===== src/shared/xmem_regs.svh =====
// Register offsets, field positions, reset values and timing counts of the memory bus timer
`ifndef XMEM_REGS_SVH
`define XMEM_REGS_SVH

// ****************************************************
// Register byte offsets
// ****************************************************
`define XM_TIMING_OFS   8'h84
`define XM_CONFIG_OFS   8'h88
`define XM_BANK_OFS     8'h8c
`define XM_STATUS_OFS   8'h90
`define XM_RDATA_OFS    8'h94

// ****************************************************
// Reset values
// ****************************************************
`define XM_TIMING_RST   8'hff
`define XM_CONFIG_RST   8'h00
`define XM_BANK_RST     8'h00

// ****************************************************
// Field positions
// ****************************************************
`define XM_SETUP_HI     7
`define XM_SETUP_LO     6
`define XM_WIDTH_HI     5
`define XM_WIDTH_LO     2
`define XM_HOLD_HI      1
`define XM_HOLD_LO      0
`define XM_MODE_HI      4
`define XM_MODE_LO      2
`define XM_ALE_HI       1
`define XM_ALE_LO       0

// ****************************************************
// Counts and bus answers
// ****************************************************
`define XM_MOVE_OVERHEAD 5'h04
`define XM_RESP_OKAY    2'h0
`define XM_RESP_SLVERR  2'h2

`endif


===== src/shared/xmem_pkg.sv =====
// Types shared by the external data-memory bus timer
package xmem_pkg;

    typedef enum logic [6:0] {
        ST_IDLE   = 7'h01,
        ST_ALE_HI = 7'h02,
        ST_ALE_LO = 7'h04,
        ST_SETUP  = 7'h08,
        ST_STROBE = 7'h10,
        ST_HOLD   = 7'h20,
        ST_TAIL   = 7'h40
    } bus_state_t;

    typedef struct packed {
        logic        we;
        logic        wide;
        logic [15:0] addr;
        logic [7:0]  wdata;
    } move_req_t;

    typedef struct packed {
        logic [1:0] setup;
        logic [3:0] width;
        logic [1:0] hold;
        logic [1:0] ale;
        logic       mux;
        logic       drive_hi;
        logic [7:0] addr_hi;
    } move_cfg_t;

endpackage


===== src/xmem_bus_timer.sv =====
// External data-memory bus timer with AXI4-Lite register access
//
// Summary of operation
// Address stable setup_count cycles before strobe
// Strobe asserted width_count plus one cycles
// Address held hold_count cycles after strobe
// Modes 101/110/111: wide moves non-multiplexed
// Modes 101/111: narrow moves, upper byte undriven
// Mode 110: narrow moves, upper byte from bank
// Modes 001/010/011: wide moves multiplexed
// Modes 001/011: narrow muxed, upper byte undriven
// Mode 010: narrow muxed, all sixteen bits
// Latch strobe high and low 1-4 cycles
// Write data leads strobe end 1-19 cycles
// Write data held 0-3 cycles after strobe
// Memory delivers read data 20 ns early
// Muxed: address with latch high, then data
// Each move costs four extra cycles
// Setup and hold reset to longest values
// Bank modes drive A15-8 from bank page; wide moves drive A15-8 from move address bits 15:8 instead
// Address, setup, strobe, hold, then release
//
// The AXI4-Lite register port was decided locally.
`timescale 1ns/1ps
`include "xmem_regs.svh"

module xmem_bus_timer
    import xmem_pkg::*;
(
    input  wire logic        ref_clk_i,       // System clock, 40 MHz
    input  wire logic        srst_i,          // Synchronous reset, high
    input  wire logic        ce_i,            // Clock enable, freezes all state
    // AXI4-Lite slave
    input  wire logic [7:0]  s_awaddr_i,      // Write address
    input  wire logic        s_awvalid_i,     // Write address valid
    output logic             s_awready_o,     // Write address ready
    input  wire logic [31:0] s_wdata_i,       // Write data
    input  wire logic [3:0]  s_wstrb_i,       // Write strobes
    input  wire logic        s_wvalid_i,      // Write data valid
    output logic             s_wready_o,      // Write data ready
    output logic [1:0]       s_bresp_o,       // Write response
    output logic             s_bvalid_o,      // Write response valid
    input  wire logic        s_bready_i,      // Write response ready
    input  wire logic [7:0]  s_araddr_i,      // Read address
    input  wire logic        s_arvalid_i,     // Read address valid
    output logic             s_arready_o,     // Read address ready
    output logic [31:0]      s_rdata_o,       // Read data
    output logic [1:0]       s_rresp_o,       // Read response
    output logic             s_rvalid_o,      // Read data valid
    input  wire logic        s_rready_i,      // Read data ready
    // Core side data moves
    input  wire logic        move_req_i,      // Start an off-chip move
    input  move_req_t        move_i,          // Move descriptor
    output logic             move_busy_o,     // Move in progress
    output logic             move_ack_o,      // Move done, one-cycle pulse
    output logic [7:0]       move_rdata_o,    // Data captured by a read
    // Memory pins
    output logic [7:0]       addr_hi_o,       // Address bits 15:8
    output logic             addr_hi_oe_n_o,  // Upper address enable, low drives
    output logic [7:0]       addr_lo_o,       // Address bits 7:0, non-multiplexed
    output logic             addr_lo_oe_n_o,  // Lower address enable, low drives
    output logic [7:0]       ad_o,            // Data or muxed address out
    output logic             ad_oe_n_o,       // Data pin enable, low drives
    input  wire logic [7:0]  ad_i,            // Data pins in
    output logic             ale_o,           // Address latch strobe
    output logic             rd_n_o,          // Read strobe, low
    output logic             wr_n_o           // Write strobe, low
);

    // ****************************************************
    // Registers
    // ****************************************************
    logic [7:0]  timing_q;
    logic [7:0]  config_q;
    logic [7:0]  bank_q;
    bus_state_t  state_q;
    logic [4:0]  cnt_q;
    move_req_t   req_q;
    move_cfg_t   cfg_q;
    move_cfg_t   cfg_d;
    logic [7:0]  rdata_q;
    logic        ack_q;

    logic [2:0]  mode;
    logic        mode_mux;
    logic        mode_nonmux;
    logic        mode_bank;

    // ****************************************************
    // Mode decode
    // ****************************************************
    assign mode        = config_q[`XM_MODE_HI:`XM_MODE_LO];
    assign mode_mux    = (mode == 3'h1) || (mode == 3'h2) || (mode == 3'h3);
    assign mode_nonmux = (mode == 3'h5) || (mode == 3'h6) || (mode == 3'h7);
    assign mode_bank   = (mode == 3'h2) || (mode == 3'h6);

    always_comb begin
        cfg_d.setup    = timing_q[`XM_SETUP_HI:`XM_SETUP_LO];
        cfg_d.width    = timing_q[`XM_WIDTH_HI:`XM_WIDTH_LO];
        cfg_d.hold     = timing_q[`XM_HOLD_HI:`XM_HOLD_LO];
        cfg_d.ale      = config_q[`XM_ALE_HI:`XM_ALE_LO];
        cfg_d.mux      = mode_mux;
        // Wide moves drive all sixteen bits in every mode that has a bus
        cfg_d.drive_hi = move_i.wide || mode_bank;
        cfg_d.addr_hi  = move_i.wide ? move_i.addr[15:8] : bank_q;
    end

    // ****************************************************
    // Move sequencer
    // ****************************************************
    // Settings are snapshotted at start so a register write cannot tear a move
    always_ff @(posedge ref_clk_i) begin
        if (srst_i) begin
            state_q <= ST_IDLE;
            cnt_q   <= 5'h00;
            req_q   <= '0;
            cfg_q   <= '0;
            ack_q   <= 1'b0;
        end else if (ce_i) begin
            ack_q <= 1'b0;
            case (state_q)
                ST_IDLE: begin
                    if (move_req_i) begin
                        req_q <= move_i;
                        cfg_q <= cfg_d;
                        if (mode_mux) begin
                            state_q <= ST_ALE_HI;
                            cnt_q   <= {3'h0, cfg_d.ale};
                        end else if (mode_nonmux) begin
                            if (cfg_d.setup == 2'h0) begin
                                state_q <= ST_STROBE;
                                cnt_q   <= {1'b0, cfg_d.width};
                            end else begin
                                state_q <= ST_SETUP;
                                cnt_q   <= {3'h0, cfg_d.setup} - 5'h01;
                            end
                        end else begin
                            // No off-chip bus in this mode: finish at once
                            ack_q <= 1'b1;
                        end
                    end
                end
                ST_ALE_HI: begin
                    if (cnt_q == 5'h00) begin
                        state_q <= ST_ALE_LO;
                        cnt_q   <= {3'h0, cfg_q.ale};
                    end else begin
                        cnt_q <= cnt_q - 5'h01;
                    end
                end
                ST_ALE_LO: begin
                    if (cnt_q != 5'h00) begin
                        cnt_q <= cnt_q - 5'h01;
                    end else if (cfg_q.setup == 2'h0) begin
                        state_q <= ST_STROBE;
                        cnt_q   <= {1'b0, cfg_q.width};
                    end else begin
                        state_q <= ST_SETUP;
                        cnt_q   <= {3'h0, cfg_q.setup} - 5'h01;
                    end
                end
                ST_SETUP: begin
                    if (cnt_q == 5'h00) begin
                        state_q <= ST_STROBE;
                        cnt_q   <= {1'b0, cfg_q.width};
                    end else begin
                        cnt_q <= cnt_q - 5'h01;
                    end
                end
                ST_STROBE: begin
                    if (cnt_q != 5'h00) begin
                        cnt_q <= cnt_q - 5'h01;
                    end else if (cfg_q.hold == 2'h0) begin
                        state_q <= ST_TAIL;
                        cnt_q   <= `XM_MOVE_OVERHEAD - 5'h01;
                    end else begin
                        state_q <= ST_HOLD;
                        cnt_q   <= {3'h0, cfg_q.hold} - 5'h01;
                    end
                end
                ST_HOLD: begin
                    if (cnt_q == 5'h00) begin
                        state_q <= ST_TAIL;
                        cnt_q   <= `XM_MOVE_OVERHEAD - 5'h01;
                    end else begin
                        cnt_q <= cnt_q - 5'h01;
                    end
                end
                ST_TAIL: begin
                    if (cnt_q == 5'h00) begin
                        state_q <= ST_IDLE;
                        ack_q   <= 1'b1;
                    end else begin
                        cnt_q <= cnt_q - 5'h01;
                    end
                end
                default: begin
                    state_q <= ST_IDLE;
                    cnt_q   <= 5'h00;
                end
            endcase
        end
    end

    // Sampled on the last strobe cycle; memory must be valid by then
    always_ff @(posedge ref_clk_i) begin
        if (srst_i) begin
            rdata_q <= 8'h00;
        end else if (ce_i && (state_q == ST_STROBE) && (cnt_q == 5'h00) && !req_q.we) begin
            rdata_q <= ad_i;
        end
    end

    // ****************************************************
    // Pin drive
    // ****************************************************
    logic addr_phase;
    logic ale_phase;
    logic data_phase;

    assign ale_phase  = (state_q == ST_ALE_HI) || (state_q == ST_ALE_LO);
    assign data_phase = (state_q == ST_SETUP) || (state_q == ST_STROBE) || (state_q == ST_HOLD);
    assign addr_phase = ale_phase || data_phase;

    assign ale_o          = (state_q == ST_ALE_HI);
    assign rd_n_o         = !((state_q == ST_STROBE) && !req_q.we);
    assign wr_n_o         = !((state_q == ST_STROBE) && req_q.we);
    assign addr_hi_o      = cfg_q.addr_hi;
    assign addr_hi_oe_n_o = !(addr_phase && cfg_q.drive_hi);
    assign addr_lo_o      = req_q.addr[7:0];
    assign addr_lo_oe_n_o = !(addr_phase && !cfg_q.mux);
    // Shared pins carry the low address while latching, data after
    assign ad_o           = (cfg_q.mux && ale_phase) ? req_q.addr[7:0] : req_q.wdata;
    assign ad_oe_n_o      = !((cfg_q.mux && ale_phase) || (req_q.we && data_phase));

    assign move_busy_o  = (state_q != ST_IDLE);
    assign move_ack_o   = ack_q;
    assign move_rdata_o = rdata_q;

    // ****************************************************
    // AXI4-Lite slave
    // ****************************************************
    logic        aw_got_q;
    logic [7:0]  aw_addr_q;
    logic        w_got_q;
    logic [7:0]  w_data_q;
    logic        w_lane0_q;
    logic        bvalid_q;
    logic [1:0]  bresp_q;
    logic        rvalid_q;
    logic [31:0] rdata_bus_q;
    logic [1:0]  rresp_q;
    logic        wr_fire;
    logic        wr_hit;

    assign s_awready_o = !aw_got_q && !bvalid_q;
    assign s_wready_o  = !w_got_q && !bvalid_q;
    assign s_bvalid_o  = bvalid_q;
    assign s_bresp_o   = bresp_q;
    assign s_arready_o = !rvalid_q;
    assign s_rvalid_o  = rvalid_q;
    assign s_rdata_o   = rdata_bus_q;
    assign s_rresp_o   = rresp_q;

    assign wr_fire = aw_got_q && w_got_q && !bvalid_q;
    assign wr_hit  = (aw_addr_q == `XM_TIMING_OFS) || (aw_addr_q == `XM_CONFIG_OFS)
                  || (aw_addr_q == `XM_BANK_OFS) || (aw_addr_q == `XM_STATUS_OFS)
                  || (aw_addr_q == `XM_RDATA_OFS);

    always_ff @(posedge ref_clk_i) begin
        if (srst_i) begin
            aw_got_q  <= 1'b0;
            aw_addr_q <= 8'h00;
            w_got_q   <= 1'b0;
            w_data_q  <= 8'h00;
            w_lane0_q <= 1'b0;
            bvalid_q  <= 1'b0;
            bresp_q   <= `XM_RESP_OKAY;
        end else if (ce_i) begin
            if (s_awvalid_i && s_awready_o) begin
                aw_got_q  <= 1'b1;
                aw_addr_q <= s_awaddr_i;
            end
            if (s_wvalid_i && s_wready_o) begin
                w_got_q   <= 1'b1;
                w_data_q  <= s_wdata_i[7:0];
                w_lane0_q <= s_wstrb_i[0];
            end
            if (wr_fire) begin
                aw_got_q <= 1'b0;
                w_got_q  <= 1'b0;
                bvalid_q <= 1'b1;
                bresp_q  <= wr_hit ? `XM_RESP_OKAY : `XM_RESP_SLVERR;
            end else if (bvalid_q && s_bready_i) begin
                bvalid_q <= 1'b0;
            end
        end
    end

    always_ff @(posedge ref_clk_i) begin
        if (srst_i) begin
            timing_q <= `XM_TIMING_RST;
            config_q <= `XM_CONFIG_RST;
            bank_q   <= `XM_BANK_RST;
        end else if (ce_i && wr_fire && w_lane0_q) begin
            case (aw_addr_q)
                `XM_TIMING_OFS: timing_q <= w_data_q;
                `XM_CONFIG_OFS: config_q <= {3'h0, w_data_q[4:0]};
                `XM_BANK_OFS:   bank_q   <= w_data_q;
                default:        timing_q <= timing_q;
            endcase
        end
    end

    always_ff @(posedge ref_clk_i) begin
        if (srst_i) begin
            rvalid_q    <= 1'b0;
            rdata_bus_q <= 32'h0000_0000;
            rresp_q     <= `XM_RESP_OKAY;
        end else if (ce_i) begin
            if (s_arvalid_i && s_arready_o) begin
                rvalid_q <= 1'b1;
                rresp_q  <= `XM_RESP_OKAY;
                case (s_araddr_i)
                    `XM_TIMING_OFS: rdata_bus_q <= {24'h000000, timing_q};
                    `XM_CONFIG_OFS: rdata_bus_q <= {24'h000000, config_q};
                    `XM_BANK_OFS:   rdata_bus_q <= {24'h000000, bank_q};
                    `XM_STATUS_OFS: rdata_bus_q <= {31'h00000000, move_busy_o};
                    `XM_RDATA_OFS:  rdata_bus_q <= {24'h000000, rdata_q};
                    default: begin
                        rdata_bus_q <= 32'h0000_0000;
                        rresp_q     <= `XM_RESP_SLVERR;
                    end
                endcase
            end else if (rvalid_q && s_rready_i) begin
                rvalid_q <= 1'b0;
            end
        end
    end

endmodule


===== config.mk =====
export PLATFORM = sky130hd
export DESIGN_NAME = xmem_bus_timer
export DESIGN_NICKNAME = d
export VERILOG_FILES = /design/src/shared/xmem_pkg.sv /design/src/xmem_bus_timer.sv
export VERILOG_INCLUDE_DIRS = /design/src /design/src/shared
export SDC_FILE = /design/constraint.sdc
export NUM_CORES = 1
export LEC_CHECK = 0
export ABC_AREA = 1
export CAP_MARGIN = 10
export CORE_ASPECT_RATIO = 0.6
export CORE_MARGIN = 3
export CORE_UTILIZATION = 40
export DETAILED_ROUTE_END_ITERATION = 12
export DONT_BUFFER_PORTS = 1
export PLACE_DENSITY = 0.51
export SYNTH_ARGS = -nofsm -noshare
export SYNTH_HDL_FRONTEND = slang
export SYNTH_SLANG_ARGS = --single-unit
export TNS_END_PERCENT = 5

===== constraint.sdc =====
create_clock -name ref_clk_i -period 3 [get_ports ref_clk_i]
set_input_delay 0.3 -clock ref_clk_i [delete_from_list [all_inputs] [get_ports ref_clk_i]]
set_output_delay 0.3 -clock ref_clk_i [all_outputs]
set_load 0.005 [all_outputs]

# Yosys cells after proc, flatten, opt, wreduce, memory -nomap -nowiden
# Index checks and enable logic that the tools add are counted.
[word_totals] output_inout_bits=81 wordCells=178 in_bits=95 ff_bits=136
[classes] mux=44 eq_ne=33 reduce_logical=70 add_sub_neg=4
[op_table] cell="$eq A8 B8 Y1 const B" count=10
[op_table] cell="$mux W5" count=14
[op_table] cell="$mux W7" count=10
[op_table] cell="$pmux W7 S7" count=1
[op_table] cell="$pmux W8 S5" count=1
[op_table] cell="$pmux W5 S7" count=1
[op_table] cell="$reduce_and A2 Y1" count=11
[op_table] cell="$logic_and A1 B1 Y1" count=20
[op_table] cell="$mux W8" count=2
[op_table] cell="$logic_or A1 B1 Y1" count=15
[op_table] cell="$ne A2 B2 Y1 const B" count=7
[op_table] cell="$mux W1" count=12
[op_table] cell="$logic_not A1 Y1" count=11
[op_table] cell="$eq A3 B3 Y1 const B" count=3
[op_table] cell="$reduce_and A9 Y1" count=1
[op_table] cell="$sub A2 B1 Y3 const B" count=3
[op_table] cell="$reduce_bool A2 Y1" count=4
[op_table] cell="$eq A7 B1 Y1 const B" count=1
[op_table] cell="$eq A7 B2 Y1 const B" count=1
[op_table] cell="$eq A7 B3 Y1 const B" count=1
[op_table] cell="$eq A7 B4 Y1 const B" count=1
[op_table] cell="$eq A7 B5 Y1 const B" count=1
[op_table] cell="$eq A7 B6 Y1 const B" count=1
[op_table] cell="$eq A7 B7 Y1 const B" count=1
[op_table] cell="other kinds (14)" count=18

# Logic depth before layout (Yosys ltp)
[depth] word_depth=7 mapped_depth=14

# Worst setup path after synthesis
# OpenSTA, ideal clock, no wires.
[synth_path] kind="flip-flop to flip-flop" from="register cnt_q[0]" to="register cnt_q[4]" slack_ps=1346 synth_period_minus_slack_ps=1654 path_stages_with_launch=12 arrival_time_ps=1583 path_buffers=2 required_ps=2929 cell_sequence="dfxtp_1 > inv_1 > ha_1 > clkbuf_2 > nand3_4 > inv_1 > buf_6 > nand2_4 > nand4_4 > inv_2 > nand3_1 > a21oi_1"
[synth_via] elab_chain_cells=3
[synth_rtl] element="start, declared" line_no="xmem_bus_timer.sv:77" text="logic [4:0] cnt_q;"
[synth_rtl] element="start signal, assigned" line_no="xmem_bus_timer.sv:128" text="cnt_q <= {3'h0, cfg_d.ale};"
[synth_rtl] element="start signal, assigned" line_no="xmem_bus_timer.sv:132" text="cnt_q <= {1'b0, cfg_d.width};"
[synth_rtl] element="start signal, assigned" line_no="xmem_bus_timer.sv:135" text="cnt_q <= {3'h0, cfg_d.setup} - 5'h01;"
[synth_rtl] element="$sub A5 B1 Y5 (tied with other cells)"
[synth_rtl] element="$mux W5 (tied with other cells)" line_no="xmem_bus_timer.sv:190" text="if (cnt_q == 5'h00) begin"
[synth_rtl] element="$pmux W5 S7 or $reduce_and A4 Y1 (tied branches)"
# Parallel ways exist; a longest one is shown, timed or not. The select of a mux whose other input is x is not followed.
# A chain may end at the register's enable or synchronous reset.

# Worst setup path in the final report
[layout_path] from="register cnt_q[0]" to="register state_q[0]"
[layout_via] elab_chain_cells=3
[layout_rtl] element="$reduce_bool A5 Y1 or $logic_not A5 Y1 (tied branches)"
[layout_rtl] element="$ne A2 B2 Y1 (no source line) or $ne A2 B1 Y1 (tied branches)"
[layout_rtl] element="$reduce_and A9 Y1 (no source line) *"
[layout_rtl] element="end signal, assigned" line_no="xmem_bus_timer.sv:155" text="state_q <= ST_STROBE;"
[layout_rtl] element="end signal, assigned" line_no="xmem_bus_timer.sv:158" text="state_q <= ST_SETUP;"
[layout_rtl] element="end signal, assigned" line_no="xmem_bus_timer.sv:174" text="state_q <= ST_TAIL;"
[layout_rtl] element="end, declared" line_no="xmem_bus_timer.sv:76" text="bus_state_t state_q;"
# Mark *: on every way between the ends. The rest lies on a longest branch, timed or not.

==> metrics.yaml <==
setup_path:
  r2r_start: "cnt_q[0]$_SDFFE_PP0P_"
  cp-start-kind: "flop"
  ff2ff_setup_slack_ps: 780
  endpoint_kind: "flop"
  required_ps: 3200
  r2r_cells: 9
  cp_max_fo: 18
  worstSetupPathType: "reg -> reg"
  worstReg2RegEnd: "state_q[0]$_SDFFE_PP1P_"
  cp_data_arrival_time_ps: 2430
cts:
  clk_pin_slew_ps: 70
  h-tree-depth: 3
  cts_tree: "done"
  cts_resized: 0
  cts_buffer_depth: 2
  cts_sinks: 110
  clkLatencyLatePin_ps: 350
  root_buffer: "clkbuf_16"
  numCtsBuffers: 9
timing:
  setup-violations-final: 0
  maxSlewHeadroom_pct: 44.81
  finalHoldViolations: 0
  tightest_slew_ps: 826.6
  min_period_ps: 2223
  rsz0062_at_grt: "false"
  drv_slew: 0
  finClkSkew_ps: 7.481
  period_share_pct: 74.09
  fin_ws_ps: 777.4
  max_freq_mhz: 449.9
  setup_tns_ps: 0
pwr:
  peakVddDrop_uv: 257.8
  power_density_mw_per_mm2: 738.1
  p_leak_nw: 2.525
worst_hold_path:
  worstHoldEndpoint: "cnt_q[4]$_SDFFE_PP0P_"
  min-delay-path-class: "in -> reg"
  hold_path.startpoint: "srst_i"
  hold_path_depth: 1
die:
  die_x_um: 163.3
  design.portCount: 176
  dieArea_mm2: 0.01640
  rows: 33
  dieHeight_um: 100.4
  start_util_pct: 42.20
  core_mm2: 0.01408
route:
  wl_per_cell_um: 16.02
  ant_nets: 0
  first_iter_violations: 387
  first_pass_iters: 7
  drc: 0
  routed_wl_mm: 15.76
  vias: 5026
  via_per_inst: 5.108
synthesis:
  synth_warnings: 0
  syn-mean-instance-area_um2: 7.220
  ys_top_cells_by_area: "dfxtp_1 (37%), nand2_1 (10%), o21ai_0 (8.3%)"
  yosys.area_share.simple_pct: 28.79
  synth_edf_count: 0
  synth_seq_area_share_pct: 37.06
  syn_area_mm2: 0.005942
  synth_xor_area_share_pct: 0.2948
  ys_types: 37
  synth_top_family_by_area: "simple AND/OR/NAND/NOR gates"
  ys_async_sr_fraction_pct: 0
  post_synth_fa_ha_maj_area_fraction_pct: 0.6317
  synthDominantCellAreaShare_pct: 37.06
  yosysMostFrequentCell: "nand2_1"
  netlist_instances: 823
  synth_flop_cell: "dfxtp_1"
  synth_seq_cells: 110
  synth.area.mux_share_pct: 0
  synth_top_cell_by_area: "dfxtp_1"
  synth_common_cells: "nand2_1 (166), dfxtp_1 (110), o21ai_0 (98)"
  synth_compound_area_share_pct: 18.66
global_routing:
  grt_antenna_before_repair: 0
  grt_usage_pct: 19.12
  top_usage_layer: "met2"
  gr-usage-met1_pct: 27.81
  grt_pass1_wl_mm: 24.85
  grt_pass1_vias: 4694
  grt_max_degree: 61
  grt_util_met3_pct: 5.856
  gr-usage-met2_pct: 28.40
  grt-ovfl-total: 0
layout:
  antenna-diode-count: 0
  finalNetCount: 885
  synthToLayoutAreaGrowth_pct: 3.053
  drive_above_1_share_pct: 11.11
placement:
  io_buffers: 0
  dpl.hpwl_mm: 12.08
  place_congestion: 0.9068
  place_ws_ps: 811.9
job:
  max_cap_viol_count: 0
outcome:
  status: "complete, no violations"
[worst max path at each step]
stage / depth (start not counted) / from / end / slack (ps)
after floorplan: 11 / cnt_q[0]$_SDFFE_PP0P_ / cnt_q[4]$_SDFFE_PP0P_ / 1350
after global placement: 9 / cnt_q[0]$_SDFFE_PP0P_ / state_q[0]$_SDFFE_PP1P_ / 860
after detailed placement: 9 / cnt_q[0]$_SDFFE_PP0P_ / state_q[0]$_SDFFE_PP1P_ / 810
after CTS: 8 / state_q[4]$_SDFFE_PP0P_ / ad_o[4] / 800
after global routing: 10 / cnt_q[0]$_SDFFE_PP0P_ / state_q[4]$_SDFFE_PP0P_ / 560
final: 9 / cnt_q[0]$_SDFFE_PP0P_ / state_q[0]$_SDFFE_PP1P_ / 780
[flip-flops by register name (all words and copies together), names as in the netlist, 5 cells and up]
name	cells
s_rdata_o	8
state_q	7
bank_q	8
w_data_q	8
config_q	5
aw_addr_q	8
cnt_q	5
timing_q	8
req_q	9
move_rdata_o	8
addr_hi_o	8
addr_lo_o	8
cfg_q	12
[final cells by class]
cell class                 instances  area (um^2)
inverter                          90        337.8
timing repair buffer               3        25.02
clock buffer                      10        229.0
tap                              192        240.2
fill                            1473         7956
clock inverter                     6        117.6
multi-input combinational        573         2972
sequential                       110         2202
[cells by family (layout without fill, tap and decap cells)]
kind of cell / after synthesis / after routing
xor+xnor: 2 / 2
compound gates: 189 / 189
simple gates: 353 / 353
flops: 110 / 110
fa+ha+maj: 3 / 3
other cells: 1 / 26
buf+inv: 165 / 109
[through the flow]
stage / hold slack (ps) / cell area (um^2) / cells / utilization (%) / total power (W)
2_1_floorplan: 427.8 / 6036 / 848 / - / 0.003033
4_1_cts: 2.654 / 6123 / 984 / 43.49 / 0.004558
3_3_place_gp: 372.3 / 5767 / 967 / 40.96 / 0.003129
5_1_grt: 1.023 / 6123 / 984 / 43.49 / 0.004814
6_report: 14.26 / 6123 / 984 / 43.49 / 0.004519
3_5_place_dp: 373.6 / 5767 / 967 / 40.96 / 0.003155
[cells in the final DEF (no fill, tap or decap), drive strengths merged]
| cell type | instances |
|---|---|
| nand2 | 180 |
| dfxtp | 110 |
| nor2 | 110 |
| o21ai | 102 |
| inv | 91 |
| a21oi | 66 |
| nand3 | 39 |
| conb | 26 |
| a211oi | 13 |
| nand4 | 13 |
| clkbuf | 10 |
| nor3 | 10 |
| o211ai | 6 |
| ha | 3 |
| bufinv | 3 |
| xor2 | 2 |
| buf | 2 |
| clkinv | 1 |
| o211a | 1 |
| or2 | 1 |
| a32oi | 1 |
| clkinvlp | 1 |
| dlygate4sd3 | 1 |
[report_power, final]
group | switching [W] | total (W) | leakage, nW | internal (W)
combinational | 0.000896 | 0.00132 | 1.46 | 0.000424
clock | 0.000565 | 0.00139 | 0.165 | 0.000826
sequential | 0.000153 | 0.00181 | 0.896 | 0.00166
[per-layer routing]
layer / routed length, um / vias up
met4: 148 / 0
met2: 6261 / 188
met3: 1542 / 12
met5: 0 / -
li1: - / 2523
met1: 7812 / 2303
[critical path, cell delays in order, from the launching register on]
cell and delay [ps]:
dfxtp_1 350, inv_1 90, ha_1 330, nand3_4 260
inv_1 390, o21ai_2 130, nor2_4 190, nand3_4 150
nand2_1 90, nand3_1 80
[timing repair]
| item | CTS | global route |
|---|---|---|
| hold endpoints to repair | 1 | 0 |
| hold buffers | 1 | 0 |
| buffers inserted | 0 | 0 |
No activity file was read; power rests on OpenSTA's default activity.
